**src/hdl/high_side_switch_consts.vh**
```
// constants for the high-side switch control block
// Behaviour
// - each output picks direct, timer or PWM source
// - stop/sleep keep config, ignore config writes
// - restart or fail-safe forces all outputs off
// - overvoltage switches outputs off unless disabled
// - undervoltage switches outputs off unless disabled
// - recovery bit restores, else configs cleared
// - supply faults set only their two flags
// - overcurrent beyond filter time switches output off
// - overcurrent sets flag, resets config to 000
// - overcurrent flags held until software clears
// - open load while on sets flag, output stays
// - open-load flags held until software clears
// - after forced off, writes re-enable outputs
`ifndef HIGH_SIDE_SWITCH_CONSTS_VH
`define HIGH_SIDE_SWITCH_CONSTS_VH

// ==========================================================
// register byte offsets
`define OFS_CTRL_A      8'h00
`define OFS_CTRL_B      8'h04
`define OFS_SUPPLY_CTRL 8'h08
`define OFS_OC_STAT     8'h0C
`define OFS_OL_STAT     8'h10
`define OFS_SUPPLY_STAT 8'h14
`define OFS_IRQ_STAT    8'h18
`define OFS_IRQ_MASK    8'h1C

// ==========================================================
// configuration codes
`define CFG_OFF   3'h0
`define CFG_ON    3'h1
`define CFG_TMR1  3'h2
`define CFG_TMR2  3'h3
`define CFG_PWM1  3'h4
`define CFG_PWM2  3'h5

// supply control bit positions
`define SC_OV_DIS 0
`define SC_UV_DIS 1
`define SC_REC    2

// chip modes
`define MODE_NORMAL   3'h0
`define MODE_STOP     3'h1
`define MODE_SLEEP    3'h2
`define MODE_RESTART  3'h3
`define MODE_FAILSAFE 3'h4

// ==========================================================
// timing
`define CLK_MHZ        50
`define OC_FILTER_US   16
`define OC_FILTER_CYC  (`OC_FILTER_US * `CLK_MHZ)
`define OL_FILTER_US   64
`define OL_FILTER_CYC  (`OL_FILTER_US * `CLK_MHZ)

`define RESP_OKAY   2'h0
`define RESP_SLVERR 2'h2

`endif

```
**src/hdl/high_side_switch_control.v**
```verilog
// four-channel high-side switch control with AXI4-Lite registers
`include "high_side_switch_consts.vh"

module high_side_switch_control #(
	parameter OC_CYC = `OC_FILTER_CYC,	// overcurrent filter cycles
	parameter OL_CYC = `OL_FILTER_CYC	// open-load filter cycles
) (
	// clock and reset
	input  wire        aclk,
	input  wire        aresetn,
	// axi4-lite write address
	input  wire        s_axi_awvalid,
	output wire        s_axi_awready,
	input  wire [7:0]  s_axi_awaddr,
	// axi4-lite write data
	input  wire        s_axi_wvalid,
	output wire        s_axi_wready,
	input  wire [31:0] s_axi_wdata,
	input  wire [3:0]  s_axi_wstrb,
	// axi4-lite write response
	output wire        s_axi_bvalid,
	input  wire        s_axi_bready,
	output wire [1:0]  s_axi_bresp,
	// axi4-lite read address
	input  wire        s_axi_arvalid,
	output wire        s_axi_arready,
	input  wire [7:0]  s_axi_araddr,
	// axi4-lite read data
	output wire        s_axi_rvalid,
	input  wire        s_axi_rready,
	output wire [31:0] s_axi_rdata,
	output wire [1:0]  s_axi_rresp,
	// chip mode from the mode controller (same clock)
	input  wire [2:0]  chip_mode,
	// internal timer and pwm sources (same clock)
	input  wire        timer1,
	input  wire        timer2,
	input  wire        pwm1,
	input  wire        pwm2,
	// analog comparators (asynchronous)
	input  wire        supply_ov_cmp,
	input  wire        supply_uv_cmp,
	input  wire [3:0]  overcurrent_cmp,
	input  wire [3:0]  open_load_cmp,
	// switch drive and interrupt
	output wire [3:0]  high_side_output,
	output wire        irq
);

	// ==========================================================
	// pin input synchronisers
	reg  [9:0] sync1_ff;	// first stage, read only by stage two
	reg  [9:0] sync2_ff;	// second stage
	reg  [9:0] sync3_ff;	// third stage
	reg  [9:0] filt_ff;	// accepted level
	// comparator bit order: ov, uv, oc[3:0], ol[3:0]
	wire [9:0] raw_in = {open_load_cmp, overcurrent_cmp, supply_uv_cmp, supply_ov_cmp};

	// each comparator crosses from the analog side through three stages;
	// the accepted level moves only when stages two and three agree, so a
	// glitch that reaches stage two alone is never acted on
	always @(posedge aclk) begin
		if (!aresetn) begin
			sync1_ff <= 10'h000;
			sync2_ff <= 10'h000;
			sync3_ff <= 10'h000;
			filt_ff  <= 10'h000;
		end else begin
			sync1_ff <= raw_in;
			sync2_ff <= sync1_ff;
			sync3_ff <= sync2_ff;
			filt_ff  <= (sync2_ff & sync3_ff) | (filt_ff & (sync2_ff | sync3_ff));
		end
	end

	// filtered comparator levels, three to four cycles behind the pins
	wire       ov_now = filt_ff[0];
	wire       uv_now = filt_ff[1];
	wire [3:0] oc_now = filt_ff[5:2];
	wire [3:0] ol_now = filt_ff[9:6];

	// ==========================================================
	// registers
	reg  [11:0] cfg_ff;		// 3 bits per output
	reg  [2:0]  supply_ctrl_ff;	// ov disable, uv disable, recovery
	reg  [3:0]  oc_flag_ff;		// overcurrent flags
	reg  [3:0]  ol_flag_ff;		// open-load flags
	reg  [1:0]  sv_flag_ff;		// supply uv, ov flags
	reg  [3:0]  irq_stat_ff;	// sticky event status
	reg  [3:0]  irq_mask_ff;	// interrupt mask
	reg  [3:0]  drive_ff;		// registered switch drive
	reg  [31:0] rdata_ff;		// read data
	reg  [1:0]  rresp_ff;		// read response
	reg         rvalid_ff;		// read data valid
	reg         bvalid_ff;		// write response valid
	reg  [1:0]  bresp_ff;		// write response
	reg         aw_got_ff;		// write address held
	reg         w_got_ff;		// write data held
	reg  [7:0]  awaddr_ff;		// held write address
	reg  [31:0] wdata_ff;		// held write data
	reg  [3:0]  wstrb_ff;		// held strobes
	reg  [1:0]  fault_prev_ff;	// supply fault a cycle ago

	// ==========================================================
	// axi4-lite handshakes
	// ready outputs come straight from held state: a channel that has delivered
	// its item, or a response not yet taken, blocks new items
	assign s_axi_awready = !aw_got_ff && !bvalid_ff;
	assign s_axi_wready  = !w_got_ff && !bvalid_ff;
	assign s_axi_arready = !rvalid_ff;
	assign s_axi_bvalid  = bvalid_ff;
	assign s_axi_bresp   = bresp_ff;
	assign s_axi_rvalid  = rvalid_ff;
	assign s_axi_rdata   = rdata_ff;
	assign s_axi_rresp   = rresp_ff;

	wire aw_hs = s_axi_awvalid && s_axi_awready;
	wire w_hs  = s_axi_wvalid && s_axi_wready;
	wire ar_hs = s_axi_arvalid && s_axi_arready;

	// current address, data and strobes whether just taken or held
	wire [7:0]  wr_addr = aw_got_ff ? awaddr_ff : s_axi_awaddr;
	wire [31:0] wr_data = w_got_ff ? wdata_ff : s_axi_wdata;
	wire [3:0]  wr_strb = w_got_ff ? wstrb_ff : s_axi_wstrb;
	wire        wr_go   = (aw_got_ff || aw_hs) && (w_got_ff || w_hs);

	wire wr_map = (wr_addr == `OFS_CTRL_A) || (wr_addr == `OFS_CTRL_B) ||
		(wr_addr == `OFS_SUPPLY_CTRL) || (wr_addr == `OFS_OC_STAT) ||
		(wr_addr == `OFS_OL_STAT) || (wr_addr == `OFS_IRQ_MASK);

	// config writes only accepted in normal, restart or fail-safe; in stop
	// and sleep they are answered with okay but dropped, which keeps the
	// frozen setup intact, while restart and fail-safe take them so that
	// software can prepare the outputs for the return to normal
	wire low_power = (chip_mode == `MODE_STOP) || (chip_mode == `MODE_SLEEP);
	wire forced_off = (chip_mode == `MODE_RESTART) || (chip_mode == `MODE_FAILSAFE);
	wire cfg_wr_ok = !low_power;

	wire wr_ctrl_a = wr_go && wr_addr == `OFS_CTRL_A && wr_strb[0] && cfg_wr_ok;
	wire wr_ctrl_b = wr_go && wr_addr == `OFS_CTRL_B && wr_strb[0] && cfg_wr_ok;
	wire wr_sctl   = wr_go && wr_addr == `OFS_SUPPLY_CTRL && wr_strb[0] && cfg_wr_ok;
	wire wr_oc     = wr_go && wr_addr == `OFS_OC_STAT && wr_strb[0];
	wire wr_ol     = wr_go && wr_addr == `OFS_OL_STAT && wr_strb[0];
	wire wr_mask   = wr_go && wr_addr == `OFS_IRQ_MASK && wr_strb[0];
	// taking the address of the interrupt status clears it
	wire rd_irq    = ar_hs && s_axi_araddr == `OFS_IRQ_STAT;

	// ==========================================================
	// supply fault logic
	wire ov_act = ov_now && !supply_ctrl_ff[`SC_OV_DIS];
	wire uv_act = uv_now && !supply_ctrl_ff[`SC_UV_DIS];
	wire supply_fault = ov_act || uv_act;	// any enabled supply fault
	// without the recovery bit every config is cleared while the fault
	// lasts, so the outputs stay off once the supply is good again; with
	// it the configs are untouched and the drive comes back by itself
	wire clear_all = supply_fault && !supply_ctrl_ff[`SC_REC];

	// ==========================================================
	// per-output source select, overcurrent and open-load filters
	reg  [3:0] src_on;	// requested level from chosen source
	reg  [3:0] oc_trip;	// overcurrent filter expired
	reg  [3:0] ol_trip;	// open-load filter expired
	reg  [10:0] oc_cnt_ff [0:3];	// overcurrent time counters
	reg  [12:0] ol_cnt_ff [0:3];	// open-load time counters
	// counters are sized for the default filter times; longer ones need wider counters
	integer i;	// loop index, source select
	integer j;	// loop index, filter counters
	integer k;	// loop index, config update

	// pick the source of each output from its config code
	// codes 6 and 7 are unused and keep the output off
	// an overcurrent trip rises as the filter expires; drive and config drop one edge later
	always @* begin
		for (i = 0; i < 4; i = i + 1) begin
			case (cfg_ff[i*3 +: 3])
				`CFG_ON:   src_on[i] = 1'b1;
				`CFG_TMR1: src_on[i] = timer1;
				`CFG_TMR2: src_on[i] = timer2;
				`CFG_PWM1: src_on[i] = pwm1;
				`CFG_PWM2: src_on[i] = pwm2;
				default:   src_on[i] = 1'b0;
			endcase
			oc_trip[i] = oc_now[i] && drive_ff[i] &&
				(oc_cnt_ff[i] >= OC_CYC[10:0] - 11'h001);
			ol_trip[i] = ol_now[i] && drive_ff[i] &&
				(ol_cnt_ff[i] >= OL_CYC[12:0] - 13'h0001);
		end
	end

	// the filter counters run only while the condition and drive last;
	// they restart at zero whenever either drops, and hold at the limit
	// so that an open-load trip stays up while the condition does; an overcurrent trip lasts one cycle
	always @(posedge aclk) begin
		for (j = 0; j < 4; j = j + 1) begin
			// overcurrent filter
			if (!aresetn || !oc_now[j] || !drive_ff[j])
				oc_cnt_ff[j] <= 11'h000;
			else if (!oc_trip[j])
				oc_cnt_ff[j] <= oc_cnt_ff[j] + 11'h001;
			// open-load filter
			if (!aresetn || !ol_now[j] || !drive_ff[j])
				ol_cnt_ff[j] <= 13'h0000;
			else if (!ol_trip[j])
				ol_cnt_ff[j] <= ol_cnt_ff[j] + 13'h0001;
		end
	end

	// ==========================================================
	// configuration and flag registers
	reg [11:0] nxt_cfg;
	reg [3:0]  nxt_oc_flag;
	reg [3:0]  nxt_ol_flag;

	// writes, then hardware clears and sets, which win over writes
	// so an event that meets a software clear in one cycle is never lost
	always @* begin
		nxt_cfg = cfg_ff;
		if (wr_ctrl_a)
			nxt_cfg[5:0] = {wr_data[6:4], wr_data[2:0]};
		if (wr_ctrl_b)
			nxt_cfg[11:6] = {wr_data[6:4], wr_data[2:0]};
		if (clear_all)
			nxt_cfg = 12'h000;
		// a trip clears only the config of its own output
		for (k = 0; k < 4; k = k + 1) begin
			if (oc_trip[k])
				nxt_cfg[k*3 +: 3] = `CFG_OFF;
		end
		// write one to clear, never cleared by hardware
		nxt_oc_flag = (wr_oc ? (oc_flag_ff & ~wr_data[3:0]) : oc_flag_ff) | oc_trip;
		nxt_ol_flag = (wr_ol ? (ol_flag_ff & ~wr_data[3:0]) : ol_flag_ff) | ol_trip;
	end

	// registered state updates
	always @(posedge aclk) begin
		if (!aresetn) begin
			cfg_ff         <= 12'h000;
			supply_ctrl_ff <= 3'h0;
			oc_flag_ff     <= 4'h0;
			ol_flag_ff     <= 4'h0;
			sv_flag_ff     <= 2'h0;
			irq_mask_ff    <= 4'h0;
			irq_stat_ff    <= 4'h0;
			drive_ff       <= 4'h0;
			fault_prev_ff  <= 2'h0;
		end else begin
			cfg_ff        <= nxt_cfg;
			oc_flag_ff    <= nxt_oc_flag;
			ol_flag_ff    <= nxt_ol_flag;
			fault_prev_ff <= {uv_act, ov_act};
			if (wr_sctl)
				supply_ctrl_ff <= wr_data[2:0];
			if (wr_mask)
				irq_mask_ff <= wr_data[3:0];
			// supply flags show the live fault only
			sv_flag_ff <= {uv_now, ov_now};
			// sticky events: oc, ol, ov, uv; set wins over read clear
			irq_stat_ff <= (rd_irq ? 4'h0 : irq_stat_ff) |
				{uv_act && !fault_prev_ff[1], ov_act && !fault_prev_ff[0],
				 |ol_trip, |oc_trip};
			// registered so the pins never glitch while a source or a fault changes
			// drive: off when forced or on supply fault
			drive_ff <= (forced_off || supply_fault) ? 4'h0 : (src_on & ~oc_trip);
		end
	end

	assign high_side_output = drive_ff;
	// level interrupt, high while any unmasked status bit is set
	assign irq = |(irq_stat_ff & irq_mask_ff);

	// ==========================================================
	// axi4-lite write channel
	// address and data may come in either order; each is held until the
	// other arrives, and the response then blocks both until it is taken
	always @(posedge aclk) begin
		if (!aresetn) begin
			aw_got_ff <= 1'b0;
			w_got_ff  <= 1'b0;
			awaddr_ff <= 8'h00;
			wdata_ff  <= 32'h0000_0000;
			wstrb_ff  <= 4'h0;
			bvalid_ff <= 1'b0;
			bresp_ff  <= `RESP_OKAY;
		end else begin
			if (aw_hs)
				awaddr_ff <= s_axi_awaddr;
			if (w_hs) begin
				wdata_ff <= s_axi_wdata;
				wstrb_ff <= s_axi_wstrb;
			end
			if (wr_go) begin
				aw_got_ff <= 1'b0;
				w_got_ff  <= 1'b0;
				bvalid_ff <= 1'b1;
				bresp_ff  <= wr_map ? `RESP_OKAY : `RESP_SLVERR;
			end else begin
				aw_got_ff <= aw_got_ff || aw_hs;
				w_got_ff  <= w_got_ff || w_hs;
				if (bvalid_ff && s_axi_bready)
					bvalid_ff <= 1'b0;
			end
		end
	end

	// ==========================================================
	// axi4-lite read channel
	reg [31:0] rd_mux;
	reg        rd_hit;

	// read data selection
	always @* begin
		rd_hit = 1'b1;
		case (s_axi_araddr)
			`OFS_CTRL_A:      rd_mux = {25'h0, cfg_ff[5:3], 1'b0, cfg_ff[2:0]};
			`OFS_CTRL_B:      rd_mux = {25'h0, cfg_ff[11:9], 1'b0, cfg_ff[8:6]};
			`OFS_SUPPLY_CTRL: rd_mux = {29'h0, supply_ctrl_ff};
			`OFS_OC_STAT:     rd_mux = {28'h0, oc_flag_ff};
			`OFS_OL_STAT:     rd_mux = {28'h0, ol_flag_ff};
			`OFS_SUPPLY_STAT: rd_mux = {30'h0, sv_flag_ff};
			`OFS_IRQ_STAT:    rd_mux = {28'h0, irq_stat_ff};
			`OFS_IRQ_MASK:    rd_mux = {28'h0, irq_mask_ff};
			default: begin
				rd_mux = 32'h0000_0000;
				rd_hit = 1'b0;
			end
		endcase
	end

	// read answer one cycle after the address is taken
	// arready is low while the answer stands, so a second read waits for it
	always @(posedge aclk) begin
		if (!aresetn) begin
			rvalid_ff <= 1'b0;
			rdata_ff  <= 32'h0000_0000;
			rresp_ff  <= `RESP_OKAY;
		end else if (ar_hs) begin
			rvalid_ff <= 1'b1;
			rdata_ff  <= rd_mux;
			rresp_ff  <= rd_hit ? `RESP_OKAY : `RESP_SLVERR;
		end else if (rvalid_ff && s_axi_rready) begin
			rvalid_ff <= 1'b0;
		end
	end

endmodule // high_side_switch_control

```
**config.mk**
```make
export PLATFORM = sky130hd
export DESIGN_NAME = high_side_switch_control
export DESIGN_NICKNAME = d
export VERILOG_FILES = /design/src/hdl/high_side_switch_control.v
export VERILOG_INCLUDE_DIRS = /design/src /design/src/hdl
export SDC_FILE = /design/constraint.sdc
export NUM_CORES = 1
export LEC_CHECK = 0
export BUFFER_PORTS_ARGS = -buffer_cell sky130_fd_sc_hd__buf_2
export CAP_MARGIN = 15
export CORE_ASPECT_RATIO = 2
export CORE_MARGIN = 2
export CORE_UTILIZATION = 52
export DETAILED_ROUTE_END_ITERATION = 10
export PLACE_DENSITY = 0.76
export SLEW_MARGIN = 5
export SYNTH_ARGS = -nofsm -noshare
export SYNTH_HDL_FRONTEND = slang
export SYNTH_SLANG_ARGS = --single-unit
```
**constraint.sdc**
```tcl
create_clock -name aclk -period 2 [get_ports aclk]
set_input_delay 0.4 -clock aclk [delete_from_list [all_inputs] [get_ports aclk]]
set_output_delay 0.4 -clock aclk [all_outputs]
set_load 0.1 [all_outputs]
```
==> metrics.md <==
| Metric | Value |
|---|---|
| Total wire length | `approximately 20000 um` |
| Nets | `around 1100` |
| Die height | `around 190 um` |
| Root Buffer | `clkbuf_16` |
| Layout cells sized above 1 | `approximately 17%` |
| Path type of the worst min-delay path | `input pin to register` |
| Number of global-route vias before repair | `approximately 7100` |
| Ranking of synthesized cells by area | `edfxtp_1 31%, dfxtp_1 23%, nor2_1 5.3%` |
| Commonest non-fill, non-tap cell in the layout | `nor2_1` |
| FP Rows | `69` |
| Dpl hpwl | `around 15000 um` |
| Max Freq | `around 520 MHz` |
| CP max-delay cell | `buf_2` |
| Reg-to-reg critical path startpoint | `ol_cnt_ff[3][9]` |
| Largest net degree at the start of global routing | `65` |
| Area Overhead vs Synth | `15.46%` |
| Hold path depth | `2` |
| Drt first-iter violations | `about 350` |
| Wire length on met2 | `~11000 um` |
| Num ports | `approximately 120` |
| Max_cap viols | `0` |
| WL/cell | `15.70 um` |
| Worst hold endpoint | `sync1_ff[5]` |
| Worst path cell trace | `buf_4 -> nor2_4 -> buf_2` |
| Top-area cell type share of the netlist area | `~30%` |
| Crit path kind | `register to output pin` |
| GRT Overall Usage | `20.62%` |
| Yosys warning total | `0` |
| Total power divided by cell area | `~800 nW/um2` |
| Max Clock Skew | `approximately 0.024 ns` |
| Pins Over Slew Limit | `0` |
| Number of port buffers | `66` |
| Routed vias | `around 7200` |
| Antenna diode count | `0` |
| Fin area | `around 11000 um2` |
| Rel. slew slack | `60.58%` |
| LEAKAGE | `4.184 nW` |
| Worst-Margin Slew | `approximately 0.6 ns` |
| Final Cycle Share | `approximately 96%` |
| CTS Sinks | `204` |
| Insertion delay to the later sink of the worst-skew pair | `around 0.49 ns` |
| RSZ-0062 raised after global routing | `true` |
| Max Used Layer | `met4` |
| Cts bufs inserted | `19` |
| H-tree lvl count | `1` |
| Worst Setup End Kind | `output pin` |
| Reg2reg setup slack | `0.11 ns` |
| Reg-to-reg endpoint | `ol_cnt_ff[3][1]` |
| Critical Path RT | `about 1.6 ns` |
| # DRC | `0` |
| Most frequent cells in the layout | `132 x nor2_1, 101 x dfxtp_1, 96 x edfxtp_1` |
| Async SR Flop Fraction | `0%` |
| Routed length on met3 | `roughly 700 um` |
| Fillers | `roughly 1500` |
| VDD IR max | `0.8048 mV` |
| Outcome | `completed` |
| Seq/Total Area, Yosys | `53.45%` |
| Clock buffer depth | `3` |
| Register-to-Register Path Depth | `5` |
| Setup violators final | `0` |
| Synth Instances | `between 900 and 1000` |
| M1 WL | `approximately 7300 um` |
| Die X | `a little under 100 um` |
| Min-delay src | `overcurrent_cmp[3]` |
| Core Area | `between 15000 and 20000 um2` |
| Synth area leader | `edfxtp_1` |
| Routed Antenna Nets | `0` |
| Yosys reg bits | `204` |
| CP peak stage delay | `0.43 ns` |
| Synth cell types | `60` |
| Pre-antenna DRT Iters | `5` |
| Crit path DAT | `between 1.5 and 2 ns` |
| Hold Vio Cnt, Final | `0` |
| Syn avg cell area | `between 10 and 15 um2` |
| Initial Utilization | `a little over half` |
| First-pass GRT wire length | `~33000 um` |
| Clock slew at reported path FFs | `0.07 ns` |
| TritonCTS clock tree | `done` |
| Placer Congestion | `about 0.84` |
| Main synth FF type | `dfxtp_1` |
| Critical path peak fanout | `4` |
| Placed cell area | `10260 um2` |
| Setup crit start kind | `register` |
| Via density | `between 5 and 6` |
| Final Power | `around 8.8 mW` |
| EDFF count, synth | `96` |
| Gr ovfl total | `0` |
| Die ar. | `19310 um2` |
| Syn Std Cell Area | `~9400 um2` |
| Initial antenna violation count | `0` |
| Crit path time final | `between 1.5 and 2 ns` |
[stage by stage]
stage / TNS [ns] / worst slack (ns) / hold slack (ns) / utilization [%] / std cells
4_1_cts: 0 / 0.03051 / 0.1154 / 61.11 / 1278
2_1_floorplan: 0 / 0.06908 / 0.3977 / - / 975
5_1_grt: -0.02673 / -0.01345 / 0.1220 / 61.28 / 1279
3_3_place_gp: -0.05928 / -0.01190 / 0.4002 / 57.71 / 1244
3_5_place_dp: -0.3958 / -0.05408 / 0.4110 / 57.71 / 1244
6_report: 0 / 0.08985 / 0.1244 / 61.28 / 1279
[synth_stat cells, drive strengths merged (4+ instances only)]
| master | instances |
|---|---|
| a211oi | 13 |
| a21o | 5 |
| a21oi | 51 |
| a22oi | 10 |
| a31oi | 8 |
| and2 | 35 |
| and3 | 15 |
| and4 | 4 |
| buf | 35 |
| clkbuf | 24 |
| dfxtp | 108 |
| edfxtp | 96 |
| ha | 8 |
| inv | 25 |
| mux2 | 9 |
| mux2i | 25 |
| nand2 | 83 |
| nand2b | 6 |
| nand3 | 39 |
| nand3b | 5 |
| nand4 | 21 |
| nor2 | 134 |
| nor2b | 10 |
| nor3 | 10 |
| nor4 | 7 |
| o2111ai | 5 |
| o211ai | 7 |
| o21ai | 28 |
| xnor2 | 30 |
| xor2 | 39 |
[cell families (layout without fill, tap and decap cells)]
kind of cell	Yosys count	count (layout)	share of synthesized area, %
and+or+nand+nor	384	384	19.70
DFF	204	204	53.45
AOI/OAI and AO/OA	156	156	10.72
buffers and inverters	84	175	4.626
xor gates and xnor gates	69	69	6.402
muxes	35	35	4.003
adders and majority gates	8	8	1.060
other	1	35	0.03973
[layout make-up]
| class | instances | area, um2 | share of cell area (%) |
|---|---|---|---|
| clock buffers | 25 | 518.0 | 4.753 |
| clock inverters | 9 | 86.33 | 0.7922 |
| inverters | 25 | 93.84 | 0.8611 |
| multi-input cells | 687 | 4118 | 37.78 |
| flip-flops and latches | 204 | 5056 | 46.39 |
| well taps | 213 | 266.5 | 2.445 |
| repair buffers | 116 | 759.5 | 6.969 |
[registers in the layout (all words and copies together) (netlist names), 8 cells and up]
| register | flops |
|---|---|
| filt_ff | 10 |
| sync2_ff | 10 |
| oc_cnt_ff | 44 |
| sync1_ff | 10 |
| awaddr_ff | 8 |
| ol_cnt_ff | 52 |
| cfg_ff | 12 |
| sync3_ff | 10 |
[worst max path at each step]
stage,startpoint,end,depth (start not counted),slack [ns]
finish,w_got_ff,s_axi_wready,3,0.09
global route,ol_cnt_ff[2][1],ol_cnt_ff[2][2],7,-0.01
CTS,ol_cnt_ff[3][9],ol_cnt_ff[3][2],5,0.03
detailed placement,s_axi_awaddr[1],cfg_ff[3],7,-0.05
global placement,s_axi_awaddr[1],cfg_ff[10],6,-0.01
floorplan,ol_cnt_ff[3][9],ol_cnt_ff[3][0],4,0.07
[critical path: cells and delay by family, from the launching register on]
kind / cells / cell delay (ns)
buffers and inverters: 2 / 0.59
flip-flops: 1 / 0.34
AND/OR/NAND/NOR: 1 / 0.09
[where the power goes]
part	switching [mW]	internal, mW	total [mW]
combinational	0.607	0.201	0.807
sequential	0.0472	4.40	4.45
clock	1.55	1.98	3.53
total	2.21	6.59	8.79
[routing by layer]
layer  up-vias  global-route usage (%)
met4         0                   8.118
li1       3501                       -
met2       169                   40.84
met3        47                   1.978
met1      3465                   21.44
met5         -                       0
[repair_timing]
item                                    4_1_cts  5_1_grt
endpoints found under the setup margin        0       36
gates resized for setup                       0        5
hold buffers                                  0        0
setup buffers                                 0        1
Note: power is estimated with default switching activity, not from simulation.
